$ cat config.mk
export PLATFORM = sky130hd
export DESIGN_NAME = paged_flash_host
export DESIGN_NICKNAME = d
export VERILOG_FILES = /design/src/hw/flash_host_pkg.sv /design/src/hw/flash_cycle_if.sv /design/src/hw/page_buffer_mem.sv /design/src/hw/flash_bus_cycle.sv /design/src/hw/paged_flash_host.sv
export VERILOG_INCLUDE_DIRS = /design/src /design/src/hw
export SDC_FILE = /design/constraint.sdc
export NUM_CORES = 1
export LEC_CHECK = 0
export ABC_CLOCK_PERIOD_IN_PS = 3880
export BUFFER_PORTS_ARGS = -buffer_cell sky130_fd_sc_hd__buf_2
export CAP_MARGIN = 40
export CORE_ASPECT_RATIO = 0.7
export CORE_MARGIN = 2
export CORE_UTILIZATION = 43
export CTS_CLUSTER_DIAMETER = 120
export CTS_CLUSTER_SIZE = 20
export DETAILED_ROUTE_END_ITERATION = 7
export SYNTH_ARGS = -nofsm -noshare
export SYNTH_HDL_FRONTEND = slang
export SYNTH_SLANG_ARGS = --single-unit
export TNS_END_PERCENT = 50
$ cat constraint.sdc
create_clock -name mclk -period 3.88 [get_ports mclk]
set_clock_uncertainty 0.05 [all_clocks]
set_input_delay 0.582 -clock mclk [delete_from_list [all_inputs] [get_ports mclk]]
set_output_delay 0.582 -clock mclk [all_outputs]
set_load 0.05 [all_outputs]
$ cat src/hw/flash_host_consts.svh
// timing, map and command constants of the paged flash host
`ifndef FLASH_HOST_CONSTS_SVH
`define FLASH_HOST_CONSTS_SVH
`define CLK_NS     10
`define T_WP_NS    70
`define T_WPH_NS   100
`define T_ACC_NS   70
`define T_OEHP_NS  150
`define T_BLC_US   200
`define T_PWR_MS   5
`define T_IDP_US   10
`define T_LOCKP_MS 10
`define T_POLL_MS  50
`define UP(ns)     (((ns) + `CLK_NS - 1) / `CLK_NS)
`define CNT_W      5
`define WP_CYC     5'(`UP(`T_WP_NS))
`define WPH_CYC    5'(`UP(`T_WPH_NS))
`define ACC_CYC    5'(`UP(`T_ACC_NS) + 2)
`define OEHP_CYC   5'(`UP(`T_OEHP_NS))
`define BLC_CYC    ((`T_BLC_US * 1000) / `CLK_NS)
`define PWR_CYC    `UP(`T_PWR_MS * 1000000)
`define IDP_CYC    `UP(`T_IDP_US * 1000)
`define LOCKP_CYC  `UP(`T_LOCKP_MS * 1000000)
`define POLL_CYC   ((`T_POLL_MS * 1000000) / `CLK_NS)
`define TMR_W      24
`define PAGE_BYTES 128
`define A_CMD1     18'h05555
`define A_CMD2     18'h02aaa
`define A_BOT      18'h00000
`define A_TOP      18'h3ffff
`define D_AA       8'haa
`define D_55       8'h55
`define D_A0       8'ha0
`define D_80       8'h80
`define D_90       8'h90
`define D_F0       8'hf0
`define D_20       8'h20
`define D_10       8'h10
`define D_60       8'h60
`define D_40       8'h40
`define D_00       8'h00
`define D_FF       8'hff
`define LEN_NONE   3'h0
`define LEN_SHORT  3'h3
`define LEN_LONG   3'h6
`define LEN_LOCK   3'h7
`define TOGGLE_BIT 6
`define R_CTRL     12'h000
`define R_ADDR     12'h004
`define R_BUF      12'h008
`define R_STAT     12'h00c
`define F_OP       3:0
`define F_PROT     4
`define F_LAST     14:8
`define F_BIDX     14:8
`define F_BDAT     7:0
`define F_ADDR     17:0
`define F_PAGE     17:7
`define F_BYTE     6:0
`define ST_DONE    1
`define ST_TOUT    2
`define RESP_OK    2'h0
`define RESP_ERR   2'h2
`endif

$ cat src/hw/flash_host_pkg.sv
// types of the paged flash host
package flash_host_pkg;
	typedef enum logic [3:0] {
		OP_READ    = 4'h0,
		OP_PAGE    = 4'h1,
		OP_UNPROT  = 4'h2,
		OP_ERASE   = 4'h3,
		OP_ID_IN   = 4'h4,
		OP_ID_IN6  = 4'h5,
		OP_ID_OUT  = 4'h6,
		OP_LOCK_LO = 4'h7,
		OP_LOCK_HI = 4'h8,
		OP_ID_PIN  = 4'h9
	} op_t;
	typedef enum logic [2:0] {
		S_PWR = 3'b000, S_IDLE = 3'b001, S_CMD = 3'b010, S_BRD = 3'b011,
		S_DATA = 3'b100, S_POLL = 3'b101, S_PAUSE = 3'b110, S_READ = 3'b111
	} seq_state_t;
	typedef enum logic [1:0] {
		C_IDLE = 2'b00, C_SETUP = 2'b01, C_STB = 2'b10, C_REC = 2'b11
	} cyc_state_t;
endpackage

$ cat src/hw/flash_cycle_if.sv
// one pin cycle request between sequencer and pin driver
`timescale 1ns/1ps
interface flash_cycle_if;
	logic        req;
	logic        wr;
	logic        hv;
	logic [17:0] addr;
	logic [7:0]  wdata;
	logic [7:0]  rdata;
	logic        done;
	modport seq (output req, wr, hv, addr, wdata, input rdata, done);
	modport pins (input req, wr, hv, addr, wdata, output rdata, done);
endinterface

$ cat src/hw/page_buffer_mem.sv
// page image buffer, registered read
`timescale 1ns/1ps
`include "flash_host_consts.svh"
module page_buffer_mem (
	// clock
	input  wire logic       mclk,
	// write port
	input  wire logic       we,
	input  wire logic [6:0] waddr,
	input  wire logic [7:0] wdata,
	// read port
	input  wire logic [6:0] raddr,
	output logic      [7:0] rdata
);
	logic [7:0] mem [0:`PAGE_BYTES-1];

	always_ff @(posedge mclk) begin
		if (we) begin
			mem[waddr] <= wdata;
		end
		rdata <= mem[raddr];
	end
endmodule

$ cat src/hw/flash_bus_cycle.sv
// single read or write cycle on the flash pins
`timescale 1ns/1ps
`include "flash_host_consts.svh"
module flash_bus_cycle
	import flash_host_pkg::*;
(
	// clock and reset
	input  wire logic        mclk,
	input  wire logic        rst,
	// cycle request
	flash_cycle_if.pins      cyc,
	// flash pins
	output logic             ceN,
	output logic             oeN,
	output logic             weN,
	output logic [17:0]      addr,
	output logic [7:0]       dqOut,
	output logic             dqOeN,
	input  wire logic [7:0]  dqIn,
	output logic             idHv
);
	cyc_state_t        stReg, stNext;
	logic [`CNT_W-1:0] tmrReg, tmrNext, lim;
	logic              wrReg, wrNext, hvReg, hvNext;
	logic [17:0]       addrNext;
	logic [7:0]        dataNext, rdReg, rdNext, dqS1, dqS2;
	logic              ceNNext, oeNNext, weNNext, dqOeNNext, idHvNext;

	always_comb begin
		stNext = stReg;
		tmrNext = tmrReg + 5'h1;
		wrNext = wrReg;
		hvNext = hvReg;
		addrNext = addr;
		dataNext = dqOut;
		rdNext = rdReg;
		lim = (stReg == C_STB) ? (wrReg ? `WP_CYC : `ACC_CYC)
			: (wrReg ? `WPH_CYC : `OEHP_CYC);
		case (stReg)
			C_IDLE: begin
				if (cyc.req) begin
					stNext = C_SETUP;
					wrNext = cyc.wr;
					hvNext = cyc.hv;
					addrNext = cyc.addr;
					dataNext = cyc.wdata;
				end
			end
			C_SETUP: begin
				stNext = C_STB;
				tmrNext = '0;
			end
			C_STB: begin
				if (tmrReg == lim - 5'h1) begin
					stNext = C_REC;
					tmrNext = '0;
					rdNext = dqS2;
				end
			end
			C_REC: begin
				if (tmrReg == lim - 5'h1) begin
					stNext = C_IDLE;
				end
			end
			default: stNext = C_IDLE;
		endcase
		// output gate stays high for the whole write cycle
		ceNNext = !(stNext == C_STB);
		weNNext = !(stNext == C_STB && wrNext);
		oeNNext = !(stNext == C_STB && !wrNext);
		// data held through recovery covers the zero hold time
		dqOeNNext = !(wrNext && stNext != C_IDLE);
		idHvNext = hvNext && !wrNext && stNext != C_IDLE;
	end

	assign cyc.done = (stReg == C_REC) && (tmrReg == lim - 5'h1);
	assign cyc.rdata = rdReg;

	always_ff @(posedge mclk) begin
		// pin input crosses in through two stages
		dqS1 <= dqIn;
		dqS2 <= dqS1;
		if (rst) begin
			stReg <= C_IDLE;
			tmrReg <= '0;
			wrReg <= 1'h0;
			hvReg <= 1'h0;
			addr <= '0;
			dqOut <= '0;
			rdReg <= '0;
			ceN <= 1'h1;
			oeN <= 1'h1;
			weN <= 1'h1;
			dqOeN <= 1'h1;
			idHv <= 1'h0;
		end else begin
			stReg <= stNext;
			tmrReg <= tmrNext;
			wrReg <= wrNext;
			hvReg <= hvNext;
			addr <= addrNext;
			dqOut <= dataNext;
			rdReg <= rdNext;
			ceN <= ceNNext;
			oeN <= oeNNext;
			weN <= weNNext;
			dqOeN <= dqOeNNext;
			idHv <= idHvNext;
		end
	end
endmodule

$ cat src/hw/paged_flash_host.sv
// controller driving a paged flash through its pins
// Contract
// - unloaded page bytes become all ones
// - write cycle: select, strobe low, gate high
// - next byte within byte load window
// - one page address per load, any order
// - protected writes need three byte opener
// - six byte sequence removes protection
// - six byte chip erase, off when locked
// - id entry, maker and device code, exit
// - id codes by raised id pin read
// - protection enable and disable code sequences
// - chip erase code sequence
// - id entry and exit codes, 10 us pause
// - block lock codes then 10 ms pause
//
// Design decisions made here: the AXI4-Lite register port and the register offsets.
`timescale 1ns/1ps
`include "flash_host_consts.svh"
module paged_flash_host
	import flash_host_pkg::*;
#(
	parameter logic [`TMR_W-1:0] PWR_CYC  = `TMR_W'(`PWR_CYC),
	parameter logic [`TMR_W-1:0] LOCK_CYC = `TMR_W'(`LOCKP_CYC),
	parameter logic [`TMR_W-1:0] POLL_CYC = `TMR_W'(`POLL_CYC)
)(
	// clock and reset
	input  wire logic        mclk,
	input  wire logic        rst,
	// register bus
	input  wire logic [11:0] s_axi_awaddr,
	input  wire logic        s_axi_awvalid,
	output logic             s_axi_awready,
	input  wire logic [31:0] s_axi_wdata,
	input  wire logic [3:0]  s_axi_wstrb,
	input  wire logic        s_axi_wvalid,
	output logic             s_axi_wready,
	output logic [1:0]       s_axi_bresp,
	output logic             s_axi_bvalid,
	input  wire logic        s_axi_bready,
	input  wire logic [11:0] s_axi_araddr,
	input  wire logic        s_axi_arvalid,
	output logic             s_axi_arready,
	output logic [31:0]      s_axi_rdata,
	output logic [1:0]       s_axi_rresp,
	output logic             s_axi_rvalid,
	input  wire logic        s_axi_rready,
	// flash pins
	output logic             flashCeN,
	output logic             flashOeN,
	output logic             flashWeN,
	output logic [17:0]      flashAddr,
	output logic [7:0]       flashDqOut,
	output logic             flashDqOeN,
	input  wire logic [7:0]  flashDqIn,
	output logic             flashIdHv
);
	flash_cycle_if cyc();

	logic              awHeldReg, awHeldNext, wHeldReg, wHeldNext;
	logic [11:0]       awAddrReg, awAddrNext;
	logic [31:0]       wDataReg, wDataNext, rDataReg, rDataNext;
	logic [3:0]        wStrbReg, wStrbNext;
	logic              bValidReg, bValidNext, rValidReg, rValidNext;
	logic [1:0]        bRespReg, bRespNext, rRespReg, rRespNext;
	logic [17:0]       addrReg, addrNext;
	logic              doWr, busy, goWr, memWe, doneSet, toutSet, doneClr;
	seq_state_t        stReg, stNext;
	op_t               opReg, opNext;
	logic              protReg, protNext, reqReg, reqNext, wrReg, wrNext;
	logic              hvReg, hvNext, firstReg, firstNext;
	logic              doneReg, doneNext, toutReg, toutNext;
	logic [6:0]        lastReg, lastNext, idxReg, idxNext;
	logic [2:0]        stepReg, stepNext;
	logic [`TMR_W-1:0] tmrReg, tmrNext;
	logic [17:0]       cAddrReg, cAddrNext;
	logic [7:0]        cDataReg, cDataNext, rdReg, rdNext, prevReg, prevNext, memRd;

	function automatic logic [2:0] cmdLen(op_t op, logic prot);
		case (op)
			OP_PAGE: cmdLen = prot ? `LEN_SHORT : `LEN_NONE;
			OP_ID_IN, OP_ID_OUT: cmdLen = `LEN_SHORT;
			OP_UNPROT, OP_ERASE, OP_ID_IN6: cmdLen = `LEN_LONG;
			OP_LOCK_LO, OP_LOCK_HI: cmdLen = `LEN_LOCK;
			default: cmdLen = `LEN_NONE;
		endcase
	endfunction

	function automatic logic [25:0] cmdWord(op_t op, logic [2:0] step);
		logic [7:0] code;
		code = `D_40;
		case (step)
			3'h0, 3'h3: cmdWord = {`A_CMD1, `D_AA};
			3'h1, 3'h4: cmdWord = {`A_CMD2, `D_55};
			3'h2: begin
				case (op)
					OP_PAGE: code = `D_A0;
					OP_ID_IN: code = `D_90;
					OP_ID_OUT: code = `D_F0;
					default: code = `D_80;
				endcase
				cmdWord = {`A_CMD1, code};
			end
			3'h5: begin
				case (op)
					OP_UNPROT: code = `D_20;
					OP_ERASE: code = `D_10;
					OP_ID_IN6: code = `D_60;
					default: code = `D_40;
				endcase
				cmdWord = {`A_CMD1, code};
			end
			default: cmdWord = (op == OP_LOCK_HI) ? {`A_TOP, `D_FF} : {`A_BOT, `D_00};
		endcase
	endfunction

	// what follows the command bytes of each order
	function automatic seq_state_t nextOf(op_t op);
		case (op)
			OP_PAGE: nextOf = S_BRD;
			OP_UNPROT, OP_ERASE: nextOf = S_POLL;
			OP_ID_IN, OP_ID_IN6, OP_ID_OUT, OP_LOCK_LO, OP_LOCK_HI: nextOf = S_PAUSE;
			default: nextOf = S_READ;
		endcase
	endfunction

	assign busy = stReg != S_IDLE;
	assign s_axi_awready = !awHeldReg;
	assign s_axi_wready = !wHeldReg;
	assign s_axi_bvalid = bValidReg;
	assign s_axi_bresp = bRespReg;
	assign s_axi_arready = !rValidReg;
	assign s_axi_rvalid = rValidReg;
	assign s_axi_rdata = rDataReg;
	assign s_axi_rresp = rRespReg;
	assign doWr = awHeldReg && wHeldReg && !bValidReg;
	// orders and buffer loads are refused while a sequence runs
	assign goWr = doWr && awAddrReg == `R_CTRL && wStrbReg[0] && !busy;
	assign memWe = doWr && awAddrReg == `R_BUF && wStrbReg[1:0] == 2'h3 && !busy;
	assign doneClr = doWr && awAddrReg == `R_STAT && wStrbReg[0] && wDataReg[`ST_DONE];

	always_comb begin
		awHeldNext = awHeldReg;
		awAddrNext = awAddrReg;
		wHeldNext = wHeldReg;
		wDataNext = wDataReg;
		wStrbNext = wStrbReg;
		bValidNext = bValidReg;
		bRespNext = bRespReg;
		rValidNext = rValidReg;
		rDataNext = rDataReg;
		rRespNext = rRespReg;
		addrNext = addrReg;
		if (s_axi_awvalid && !awHeldReg) begin
			awHeldNext = 1'h1;
			awAddrNext = s_axi_awaddr;
		end
		if (s_axi_wvalid && !wHeldReg) begin
			wHeldNext = 1'h1;
			wDataNext = s_axi_wdata;
			wStrbNext = s_axi_wstrb;
		end
		if (bValidReg && s_axi_bready) begin
			bValidNext = 1'h0;
		end
		if (doWr) begin
			awHeldNext = 1'h0;
			wHeldNext = 1'h0;
			bValidNext = 1'h1;
			bRespNext = (awAddrReg[11:4] == 8'h0 && awAddrReg[1:0] == 2'h0)
				? `RESP_OK : `RESP_ERR;
			if (awAddrReg == `R_ADDR && !busy && wStrbReg[2:0] == 3'h7) begin
				addrNext = wDataReg[`F_ADDR];
			end
		end
		if (rValidReg && s_axi_rready) begin
			rValidNext = 1'h0;
		end
		if (s_axi_arvalid && !rValidReg) begin
			rValidNext = 1'h1;
			rRespNext = `RESP_OK;
			case (s_axi_araddr)
				`R_CTRL: rDataNext = {17'h0, lastReg, 3'h0, protReg, opReg};
				`R_ADDR: rDataNext = {14'h0, addrReg};
				`R_BUF: rDataNext = 32'h0;
				`R_STAT: rDataNext = {16'h0, rdReg, 5'h0, toutReg, doneReg, busy};
				default: begin
					rDataNext = 32'h0;
					rRespNext = `RESP_ERR;
				end
			endcase
		end
	end

	always_comb begin
		stNext = stReg;
		opNext = opReg;
		protNext = protReg;
		lastNext = lastReg;
		idxNext = idxReg;
		stepNext = stepReg;
		reqNext = reqReg;
		wrNext = wrReg;
		hvNext = hvReg;
		cAddrNext = cAddrReg;
		cDataNext = cDataReg;
		rdNext = rdReg;
		prevNext = prevReg;
		firstNext = firstReg;
		doneSet = 1'h0;
		toutSet = 1'h0;
		tmrNext = (tmrReg != '0) ? tmrReg - `TMR_W'(1) : '0;
		case (stReg)
			S_PWR: begin
				if (tmrReg == '0) begin
					stNext = S_IDLE;
				end
			end
			S_IDLE: begin
				if (goWr) begin
					opNext = op_t'(wDataReg[`F_OP]);
					protNext = wDataReg[`F_PROT];
					lastNext = wDataReg[`F_LAST];
					idxNext = '0;
					stepNext = '0;
					firstNext = 1'h1;
					stNext = (cmdLen(opNext, protNext) != `LEN_NONE) ? S_CMD : nextOf(opNext);
				end
			end
			S_CMD: begin
				if (!reqReg) begin
					reqNext = 1'h1;
					wrNext = 1'h1;
					{cAddrNext, cDataNext} = cmdWord(opReg, stepReg);
				end else if (cyc.done) begin
					reqNext = 1'h0;
					stepNext = stepReg + 3'h1;
					if (stepReg == cmdLen(opReg, protReg) - 3'h1) begin
						stNext = nextOf(opReg);
					end
				end
			end
			S_BRD: stNext = S_DATA;
			S_DATA: begin
				if (!reqReg) begin
					// bytes past the last index are left to the flash fill
					reqNext = 1'h1;
					wrNext = 1'h1;
					cAddrNext = {addrReg[`F_PAGE], idxReg};
					cDataNext = memRd;
				end else if (cyc.done) begin
					reqNext = 1'h0;
					if (idxReg == lastReg) begin
						stNext = S_POLL;
					end else begin
						idxNext = idxReg + 7'h1;
						stNext = S_BRD;
					end
				end
			end
			S_POLL: begin
				if (!reqReg && tmrReg == '0) begin
					stNext = S_IDLE;
					toutSet = 1'h1;
				end else if (!reqReg) begin
					reqNext = 1'h1;
					wrNext = 1'h0;
				end else if (cyc.done) begin
					reqNext = 1'h0;
					firstNext = 1'h0;
					prevNext = cyc.rdata;
					// two equal toggle bits in a row mean the write is over
					if (!firstReg && cyc.rdata[`TOGGLE_BIT] == prevReg[`TOGGLE_BIT]) begin
						stNext = S_IDLE;
						doneSet = 1'h1;
						rdNext = cyc.rdata;
					end
				end
			end
			S_PAUSE: begin
				if (tmrReg == '0) begin
					stNext = S_IDLE;
					doneSet = 1'h1;
				end
			end
			S_READ: begin
				if (!reqReg) begin
					reqNext = 1'h1;
					wrNext = 1'h0;
					hvNext = opReg == OP_ID_PIN;
					cAddrNext = addrReg;
				end else if (cyc.done) begin
					reqNext = 1'h0;
					hvNext = 1'h0;
					rdNext = cyc.rdata;
					stNext = S_IDLE;
					doneSet = 1'h1;
				end
			end
			default: stNext = S_IDLE;
		endcase
		if (stNext != stReg && stNext == S_PAUSE) begin
			tmrNext = (opReg == OP_LOCK_LO || opReg == OP_LOCK_HI)
				? LOCK_CYC : `TMR_W'(`IDP_CYC);
		end else if (stNext != stReg && stNext == S_POLL) begin
			tmrNext = POLL_CYC;
		end
		doneNext = doneSet || (doneReg && !doneClr);
		toutNext = toutSet || (toutReg && !(doneClr && wDataReg[`ST_TOUT]));
	end

	assign cyc.req = reqReg;
	assign cyc.wr = wrReg;
	assign cyc.hv = hvReg;
	assign cyc.addr = cAddrReg;
	assign cyc.wdata = cDataReg;

	always_ff @(posedge mclk) begin
		if (rst) begin
			awHeldReg <= 1'h0;
			awAddrReg <= '0;
			wHeldReg <= 1'h0;
			wDataReg <= '0;
			wStrbReg <= '0;
			bValidReg <= 1'h0;
			bRespReg <= `RESP_OK;
			rValidReg <= 1'h0;
			rDataReg <= '0;
			rRespReg <= `RESP_OK;
			addrReg <= '0;
			stReg <= S_PWR;
			opReg <= OP_READ;
			protReg <= 1'h0;
			lastReg <= '0;
			idxReg <= '0;
			stepReg <= '0;
			reqReg <= 1'h0;
			wrReg <= 1'h0;
			hvReg <= 1'h0;
			cAddrReg <= '0;
			cDataReg <= '0;
			rdReg <= '0;
			prevReg <= '0;
			firstReg <= 1'h0;
			doneReg <= 1'h0;
			toutReg <= 1'h0;
			tmrReg <= PWR_CYC;
		end else begin
			awHeldReg <= awHeldNext;
			awAddrReg <= awAddrNext;
			wHeldReg <= wHeldNext;
			wDataReg <= wDataNext;
			wStrbReg <= wStrbNext;
			bValidReg <= bValidNext;
			bRespReg <= bRespNext;
			rValidReg <= rValidNext;
			rDataReg <= rDataNext;
			rRespReg <= rRespNext;
			addrReg <= addrNext;
			stReg <= stNext;
			opReg <= opNext;
			protReg <= protNext;
			lastReg <= lastNext;
			idxReg <= idxNext;
			stepReg <= stepNext;
			reqReg <= reqNext;
			wrReg <= wrNext;
			hvReg <= hvNext;
			cAddrReg <= cAddrNext;
			cDataReg <= cDataNext;
			rdReg <= rdNext;
			prevReg <= prevNext;
			firstReg <= firstNext;
			doneReg <= doneNext;
			toutReg <= toutNext;
			tmrReg <= tmrNext;
		end
	end

	page_buffer_mem u_buf (
		.mclk  (mclk),
		.we    (memWe),
		.waddr (wDataReg[`F_BIDX]),
		.wdata (wDataReg[`F_BDAT]),
		.raddr (idxReg),
		.rdata (memRd)
	);

	flash_bus_cycle u_cyc (
		.mclk  (mclk),
		.rst   (rst),
		.cyc   (cyc.pins),
		.ceN   (flashCeN),
		.oeN   (flashOeN),
		.weN   (flashWeN),
		.addr  (flashAddr),
		.dqOut (flashDqOut),
		.dqOeN (flashDqOeN),
		.dqIn  (flashDqIn),
		.idHv  (flashIdHv)
	);

	logic [15:0] gapReg;
	always_ff @(posedge mclk) begin
		if (rst || !(stReg == S_BRD || stReg == S_DATA) || cyc.done) begin
			gapReg <= '0;
		end else begin
			gapReg <= gapReg + 16'h1;
		end
	end
endmodule

==> results.md, run 1 <==
- The main flop type after synthesis is sky130_fd_sc_hd__edfxtp_1.
- In this run the cell area measured after placement is 52900 sq um.
- On the critical path the largest part of the delay comes from simple AND/OR/NAND/NOR gates.
- The first global-routing pass estimated 177000 um of wire.
- The post-synthesis register bit count is 1267.
- The synthesized design contains 1024 enable-type register cells.
- For this run, the slowest stage of the critical path takes 0.54 ns.
- At the worst endpoint, the required time is 4.40 ns.
- The layout net count is 3117.
- The tree is rooted in a sky130_fd_sc_hd__clkbuf_16.
- Yosys attributes the largest share of cell area to sky130_fd_sc_hd__edfxtp_1 (62%), sky130_fd_sc_hd__mux4_2 (15%), sky130_fd_sc_hd__dfxtp_1 (9.8%).
- The slew at the pin closest to its max-slew limit is 0.901 ns.
- The clock input transition at the sequential cells of the worst setup and hold paths is 0.09 ns.
- In this run the power spent charging and discharging nets is 5.09 mW.
- The clock passes through at most 3 buffers.
- The pin count of the biggest net entering global routing is 93.
- Clock tree synthesis found a total of 1267 sinks.
- Of the post-synthesis cell area, the dominant cell type holds 0.620.
- The initial antenna violation count is 3.
- The highest fanout seen on the critical path is 9.
- The remaining global-route overflow is 0.
- Dividing the final minimum period by the clock period gives 0.960.
- For this run, design rule violations remaining after detail routing come to 0.
- Each instance of the synthesized netlist takes up on average 17.5 sq um.
- The setup-violating endpoint count in the final report is 0.
- After synthesis, the share of flip-flops with an asynchronous set or reset is 0.
- Of the cells placed in the final design, the portion with a size suffix greater than 1 is 0.247.
- In the final routed layout, each cell accounts on average for 26.4 um.
- The area of the mapped netlist is 49600 sq um.
- The area share of xor/xnor cells in the synthesized design is 0.00812.
- The number of port buffers is 115.
- The worst path arrival time is 4.25 ns.
- The total CTS buffers is 73.
- The share of total power in sequential cells is 0.628.
- The worst setup path is of the flip-flop to flip-flop kind.
- The detailed-routing iteration count for the pre-antenna-repair pass is 5.
- The number of cell rows is 104.
- The worst setup path is launched from a flip-flop.
- The instance count of the mapped netlist is 2836.
- Cell internal power was estimated by the tool at 18.7 mW.
- The fraction of the mapped netlist area in compound gates is 0.0339.
- Of the total synthesized cell area, the portion taken by AND, OR, NAND and NOR gates is 0.0591.
- The count of routing violations after the opening detailed-route iteration is 3354.
- The area added between synthesis and finish is 11.1%.
- The slowest library cell on the worst path is sky130_fd_sc_hd__or4_4.
- Based on the critical path, the design can be clocked at up to 268 MHz.
- Of the total power, the share spent switching nets is 0.214.
- The number of distinct library cell variants in the gate-level netlist after synthesis is 73.
- The die covers 118000 sq um.
- The run finished with clean final reports.
- In the routed layout, each cell is associated on average with a via count of 5.78.
- The share of synthesized area spent on multiplexers is 0.160.
- The share of synthesized cell area in full adder, half adder and majority cells is 0.00404.
- The worst hold slack is 0.0480 ns.
- Once layout is done, the placed cells without fillers occupy 55100 sq um.
- The detailed router placed 26500 vias in this run.
- The total global-route track usage is 0.204.
- The power density over the cells is 431 nW/um^2.
- The worst hold path was traced through 2 stages.
- The hold violation count in the final report is 0.
- The die width is 410 um.
- The completed layout was analyzed and its total power is 23.8 mW.
- The final HPWL from detailed placement is 78700 um.
- The floorplan die height is 288 um.
- STA classifies the critical path endpoint as a flip-flop.
- The analysis attributes to cell leakage a power of 17.4 nW.
- The number of buffers and inverters on the critical path is 3.
- The total routed wirelength is 121000 um.
- The core box area is 115000 sq um.
- Clock latency on the worst-skew pair, taken at its later pin, is 0.67 ns.
- The largest total area in the synthesized netlist belongs to sky130_fd_sc_hd__edfxtp_1.
- The number of pins exceeding their max-slew limit in the final report is 0.
- The worst-case reg-to-reg path depth is 13.
- The number of H-tree levels is 3.
- VDD sags by at most 0.306 mV.
- The multi-input gate area in the final layout is 13300 sq um.
- For this configuration, the core starts out at a cell density of 0.433.
- The number of global-route vias before repair is 25600.
- Setup repair after global routing could not meet its margin everywhere.
- The final estimated routing congestion in global placement is 0.912.
- The critical path runs through a total of 13 cells.
- The clock tree from TritonCTS is built.
- The share of total power dissipated in the clock network is 0.329.
- The tool flagged a number of max-cap violations equal to 0.
- The worst slew slack as a fraction of its limit is 0.397.
- Traced cell by cell, the critical path runs through inv_1 -> ha_1 -> inv_2 -> ha_1 -> xor2_1 -> or4_4 -> or3_4 -> or4_4 -> a22oi_2 -> a21boi_2 -> o211a_4 -> buf_12 -> o31ai_1.
- The residual antenna-violating net count after detailed routing is 0.
- By area, the combinational part of the netlist is dominated by multiplexers.
- The number of filler instances in the final layout is 9418.
- The min-delay analysis places its worst path in the category input port to flip-flop.
- The minimum clock period is 3.73 ns.
- During I/O placement, the number of pins put on the boundary was 147.
- For this run, the register share of the synthesized area comes to 0.718.
- The area occupied by registers is 35700 sq um.
- The share of total power in combinational logic is 0.043.
- During synthesis, Yosys emitted a total of 0 warnings.
==> final cells by class <==
type | instances | area share
Sequential cell | 1267 | 0.647
Multi-Input combinational cell | 1386 | 0.240
Timing Repair Buffer | 278 | 0.0395
Clock buffer | 97 | 0.0359
Tap cell | 1537 | 0.0349
Inverter | 20 | 0.00136
Clock inverter | 3 | 0.000749
Antenna cell | 1 | 0.0000454
==> sequential cells by signal, indices dropped and copies added (netlist names), 12 cells and up, named ones only <==
name         count
awAddrReg       12
addrReg         18
s_axi_rdata     18
wDataReg        18
u_buf.mem     1024
tmrReg          24
u_cyc.addr      18
cAddrReg        18
==> cells by family after synthesis <==
kind of cell,count (synthesis)
fa+ha+maj,16
simple gates,661
flops,1267
xor+xnor,46
mux,370
buf+inv,198
compound gates,277
other cells,1
==> power by group through the flow <==
stage	registers, mW	clock network, mW	logic (mW)
after floorplan	15.3	0	0.518
after global placement	15.3	0	0.917
after detailed placement	15.2	0	0.998
after CTS	14.9	8.00	1.01
after global routing	14.9	8.46	1.11
final	14.9	7.82	1.02
==> per-layer routing <==
layer | wire length, um | up-vias | part of all wire | GRT usage
li1 | - | 11400 | - | -
met1 | 56200 | 14000 | 0.46 | 0.324
met4 | 1940 | 0 | 0.016 | 0.0397
met3 | 9700 | 118 | 0.080 | 0.0372
met5 | 0 | - | 0 | 0
met2 | 53400 | 1041 | 0.44 | 0.295
==> what timing repair did <==
| item | CTS | global route |
|---|---|---|
| hold endpoints to repair | 8 | 0 |
| hold buffers | 8 | 0 |
| buffers inserted | 1 | 4 |
| gates resized for setup | 0 | 10 |
| setup endpoints to repair | 1 | 71 |
| pin swaps | 1 | 2 |
==> layout by cell type (no fill, tap or decap), types with 7 or more instances in the layout <==
cell type                       count
sky130_fd_sc_hd__dlygate4sd3_1      8
sky130_fd_sc_hd__mux2i_1           13
sky130_fd_sc_hd__o31ai_1            7
sky130_fd_sc_hd__and2_1             7
sky130_fd_sc_hd__nand2_1          254
sky130_fd_sc_hd__nand4_1            7
sky130_fd_sc_hd__clkbuf_1          21
sky130_fd_sc_hd__nor3_2             9
sky130_fd_sc_hd__a22oi_1           25
sky130_fd_sc_hd__buf_12            22
sky130_fd_sc_hd__mux2_2            21
sky130_fd_sc_hd__nor2_1           248
sky130_fd_sc_hd__dfxtp_1          231
sky130_fd_sc_hd__nor2b_1           11
sky130_fd_sc_hd__nor3_1            19
sky130_fd_sc_hd__dfxtp_4           12
sky130_fd_sc_hd__buf_2            114
sky130_fd_sc_hd__o21ai_0           27
sky130_fd_sc_hd__conb_1            16
sky130_fd_sc_hd__mux4_2           336
sky130_fd_sc_hd__inv_1             18
sky130_fd_sc_hd__edfxtp_1        1024
sky130_fd_sc_hd__buf_4            129
sky130_fd_sc_hd__xnor2_1           18
sky130_fd_sc_hd__ha_1              16
sky130_fd_sc_hd__nand3b_1           7
sky130_fd_sc_hd__nand2b_1           7
sky130_fd_sc_hd__nor4_1            14
sky130_fd_sc_hd__a211oi_1          28
sky130_fd_sc_hd__xor2_1            28
sky130_fd_sc_hd__a21oi_1          147
sky130_fd_sc_hd__nand3_1           30
sky130_fd_sc_hd__clkbuf_16         76
==> metrics by stage <==
step	util	setup slack [ns]	setup TNS, ns	instances
2_1_floorplan	-	0.000994	0	2851
5_1_grt	0.481	-0.00594	-0.00718	4588
3_5_place_dp	0.462	-0.0115	-0.0115	4473
4_1_cts	0.480	0.0210	0	4582
3_3_place_gp	0.460	0.0475	0	4468
6_report	0.481	0.155	0	4589
==> cells in the mapped netlist (16+ instances only) <==
master / count
sky130_fd_sc_hd__nor2_1: 254
sky130_fd_sc_hd__o21ai_0: 27
sky130_fd_sc_hd__clkbuf_1: 125
sky130_fd_sc_hd__inv_1: 19
sky130_fd_sc_hd__mux4_2: 336
sky130_fd_sc_hd__dfxtp_1: 243
sky130_fd_sc_hd__edfxtp_1: 1024
sky130_fd_sc_hd__nand3_1: 30
sky130_fd_sc_hd__buf_1: 33
sky130_fd_sc_hd__nand2_1: 254
sky130_fd_sc_hd__xor2_1: 28
sky130_fd_sc_hd__ha_1: 16
sky130_fd_sc_hd__nor3_1: 20
sky130_fd_sc_hd__a21oi_1: 147
sky130_fd_sc_hd__xnor2_1: 18
sky130_fd_sc_hd__buf_4: 17
sky130_fd_sc_hd__mux2_2: 21
sky130_fd_sc_hd__a211oi_1: 28
sky130_fd_sc_hd__a22oi_1: 25
==> worst paths after layout <==
path                                 endpoint      startpoint  slack, ns
worst max-delay path                tmrReg[5]  u_cyc.stReg[0]       0.15
worst max register to register      tmrReg[5]  u_cyc.stReg[0]       0.15
worst min register to register  u_cyc.dqS2[6]   u_cyc.dqS1[6]       0.28
worst min-delay path             s_axi_rvalid    s_axi_rready       0.05
(Power assumes the default switching activity.)
==> inputs of run 2 (changes only) <==
--- a/config.mk
+++ b/config.mk
@@ -16,4 +16,5 @@
 export CTS_CLUSTER_SIZE = 20
 export DETAILED_ROUTE_END_ITERATION = 7
+export SETUP_SLACK_MARGIN = 0.1
 export SYNTH_ARGS = -nofsm -noshare
 export SYNTH_HDL_FRONTEND = slang
==> constraint.sdc (replaced) <==
create_clock -name mclk -period 3.88 [get_ports mclk]
set_clock_uncertainty 0.05 [all_clocks]
set_input_delay 0.194 -clock mclk [delete_from_list [all_inputs] [get_ports mclk]]
set_output_delay 0.194 -clock mclk [all_outputs]
set_load 0.05 [all_outputs]
==> results.md, run 2 (synthesis gave the netlist of run 1 again) <==
- After floorplanning, the core was divided into 104 placement rows.
- The routed wire length per instance is 26.0 um.
- In the final layout, the share of cells above drive strength 1 is 0.239.
- The floorplan step defined a core boundary enclosing 115000 sq um.
- The die is 410 um wide.
- The wire length of the first global-routing pass is 178000 um.
- The most frequent standard cell in the layout excluding fill and tap cells is sky130_fd_sc_hd__edfxtp_1.
- The reported leakage power is 17.7 nW.
- The initial antenna violation count is 5.
- The total placed instance area is 52700 sq um.
- The largest vdd supply drop is 0.336 mV.
- Counting cells, the worst reg-to-reg path comes to 13.
- The total clock sinks is 1267.
- The starting density of the core is 0.433.
- The clock input transition at the sequential cells of the worst setup and hold paths is 0.09 ns.
- The remaining global-route overflow is 0.
- The register with the most flip-flops in the layout has 1024 of them.
- Setup repair after global routing left no endpoint under its margin.
- The ratio of routed vias to standard cells is 5.78.
- The number of pins exceeding their max-slew limit in the final report is 0.
- The area occupied by registers is 35700 sq um.
- Headroom to the max-slew limit came out at 0.326.
- The wire-length estimate of the detail-placed layout is 76900 um.
- The die covers 118000 sq um.
- The power density over the cells is 428 nW/um^2.
- The total number of vias is 27000.
- The number of violations of the max-capacitance limit is 0.
- The total global-route track usage is 0.204.
- The path class of the lowest-slack min-delay path is input port to flip-flop.
- The post-route setup TNS is 0 ns.
- Along the worst hold path, the cell count comes to 5.
- The congestion estimate from routability-driven global placement came to 0.891.
- The endpoint required time on the critical path is 4.38 ns.
- The kind of capture point of the worst setup path is a flip-flop.
- The clock passes through at most 3 buffers.
- The hold violation count in the final report is 0.
- The final cell area excluding filler cells is 55700 sq um.
- The pre-antenna-repair detailed-routing pass consisted of 5 iterations.
- The smallest clock period supported by the final layout is computed as 3.70 ns.
- The path type of the worst setup path is flip-flop to flip-flop.
- TritonCTS built the clock tree.
- The multi-input gate area in the final layout is 13200 sq um.
- The setup slack of the most critical reg-to-reg path is 0.18 ns.
- The final critical-path share of the clock period is 0.955.
- At the pin with the least slew margin, the transition time is 1.01 ns.
- The later pin in the worst-skew pair is clocked with a latency of 0.68 ns.
- Measured along the y axis, the die boundary spans 288 um.
- At the end of the flow the core is filled with cells to 0.486.
- Counting the buffers created by CTS gives 73.
- The final layout contains 3191 nets.
- The number of DRC violations after detailed routing is 0.
- The number of global-route vias before repair is 26400.
- The area added between synthesis and finish is 12.4%.
- For this block, the initial DRC count from the detailed router was 3247.
- The design draws 23.8 mW.
- The number of H-tree levels is 3.
- The timing-limited maximum frequency is 270 MHz.
- The root buffer cell is sky130_fd_sc_hd__clkbuf_16.
- The largest registers in the layout are u_buf.mem x1024, tmrReg x24.
- The worst path arrival time is 4.20 ns.
- The register bank with the most flops is u_buf.mem.
- Entering global routing, the biggest net connects 89 pins.
- The top-level I/O count is 147.
- The flow ran to the end, and the final reports show no timing, DRC or antenna violations.
- The number of port buffers is 115.
- The count of nets left with antenna violations once routing finished came out at 0.
- Summed over all layers, the routed wires come to 121000 um.
- STA classifies the critical path startpoint as a flip-flop.
- Of all nets on the critical path, the largest fanout is 7.
- In the layout the commonest cells are sky130_fd_sc_hd__edfxtp_1 (1024), sky130_fd_sc_hd__mux4_2 (336), sky130_fd_sc_hd__nor2_1 (254), sky130_fd_sc_hd__nand2_1 (254), sky130_fd_sc_hd__dfxtp_1 (228).
- The setup-violating endpoint count in the final report is 0.
- The number of filler instances in the final layout is 9331.
==> run 2: cell count changes in the layout (fill, tap and decap cells not counted), moves of 2 or more <==
cell	delta
sky130_fd_sc_hd__dlygate4sd3_1	+82
sky130_fd_sc_hd__buf_12	-7
sky130_fd_sc_hd__nor2_1	+6
sky130_fd_sc_hd__nor2_2	-6
sky130_fd_sc_hd__dfxtp_1	-3
sky130_fd_sc_hd__inv_6	+3
sky130_fd_sc_hd__buf_16	-2
sky130_fd_sc_hd__clkbuf_16	-2
sky130_fd_sc_hd__dfxtp_2	+2
==> run 2: cell type report <==
cell class	count	share of cell area
diodes	1	0.0000449
repair buffers	351	0.0503
multi-input cells	1387	0.238
flip-flops and latches	1267	0.640
clock inverters	7	0.00157
clock buffers	95	0.0346
inverters	20	0.00135
well taps	1537	0.0345
==> run 2: timing repair <==
action	CTS	global route
endpoints found under the setup margin	12	24
pin swaps	2	2
endpoints found under the hold margin	71	0
cloned	0	1
gates resized for setup	0	5
setup buffers	1	6
hold buffers	90	0
==> run 2: final timing paths <==
check                   start         endpoint
max            u_cyc.stReg[0]        tmrReg[2]
min reg2reg     u_cyc.dqS1[3]    u_cyc.dqS2[3]
max reg2reg    u_cyc.stReg[0]        tmrReg[2]
min          s_axi_araddr[11]  s_axi_rdata[15]
==> run 2: critical path, cell delays in order, from the launching register on <==
cell and delay (ns):
sky130_fd_sc_hd__dfxtp_4 0.38, sky130_fd_sc_hd__inv_2 0.04, sky130_fd_sc_hd__ha_1 0.21, sky130_fd_sc_hd__inv_2 0.08, sky130_fd_sc_hd__ha_1 0.23, sky130_fd_sc_hd__xor2_1 0.16, sky130_fd_sc_hd__or4_4 0.54, sky130_fd_sc_hd__or3_4 0.38
sky130_fd_sc_hd__or4_4 0.52, sky130_fd_sc_hd__a22oi_2 0.26, sky130_fd_sc_hd__and3b_2 0.29, sky130_fd_sc_hd__o211a_4 0.25, sky130_fd_sc_hd__buf_4 0.15, sky130_fd_sc_hd__nor3_4 0.03
==> run 2: metal layers <==
layer,GRT usage,share of wire
met1,0.317,0.46
met2,0.299,0.45
met3,0.0387,0.075
met4,0.0429,0.018
met5,0,0.00011
==> run 2: power breakdown <==
part / switching [mW] / internal, mW / leakage [nW]
clock: 4.29 / 3.53 / 0.978
combinational: 0.706 / 0.338 / 5.16
sequential: 0.170 / 14.8 / 11.6
total: 5.17 / 18.7 / 17.7
==> run 2: per-stage QoR <==
step / std cells / hold slack [ns] / setup slack, ns
floorplan: 2851 / 0.172 / 0.113
global placement: 4462 / 0.249 / 0.119
detailed placement: 4463 / 0.248 / 0.0794
CTS: 4656 / 0.0377 / 0.0689
global route: 4664 / 0.0857 / 0.0916
finish: 4665 / 0.0866 / 0.175
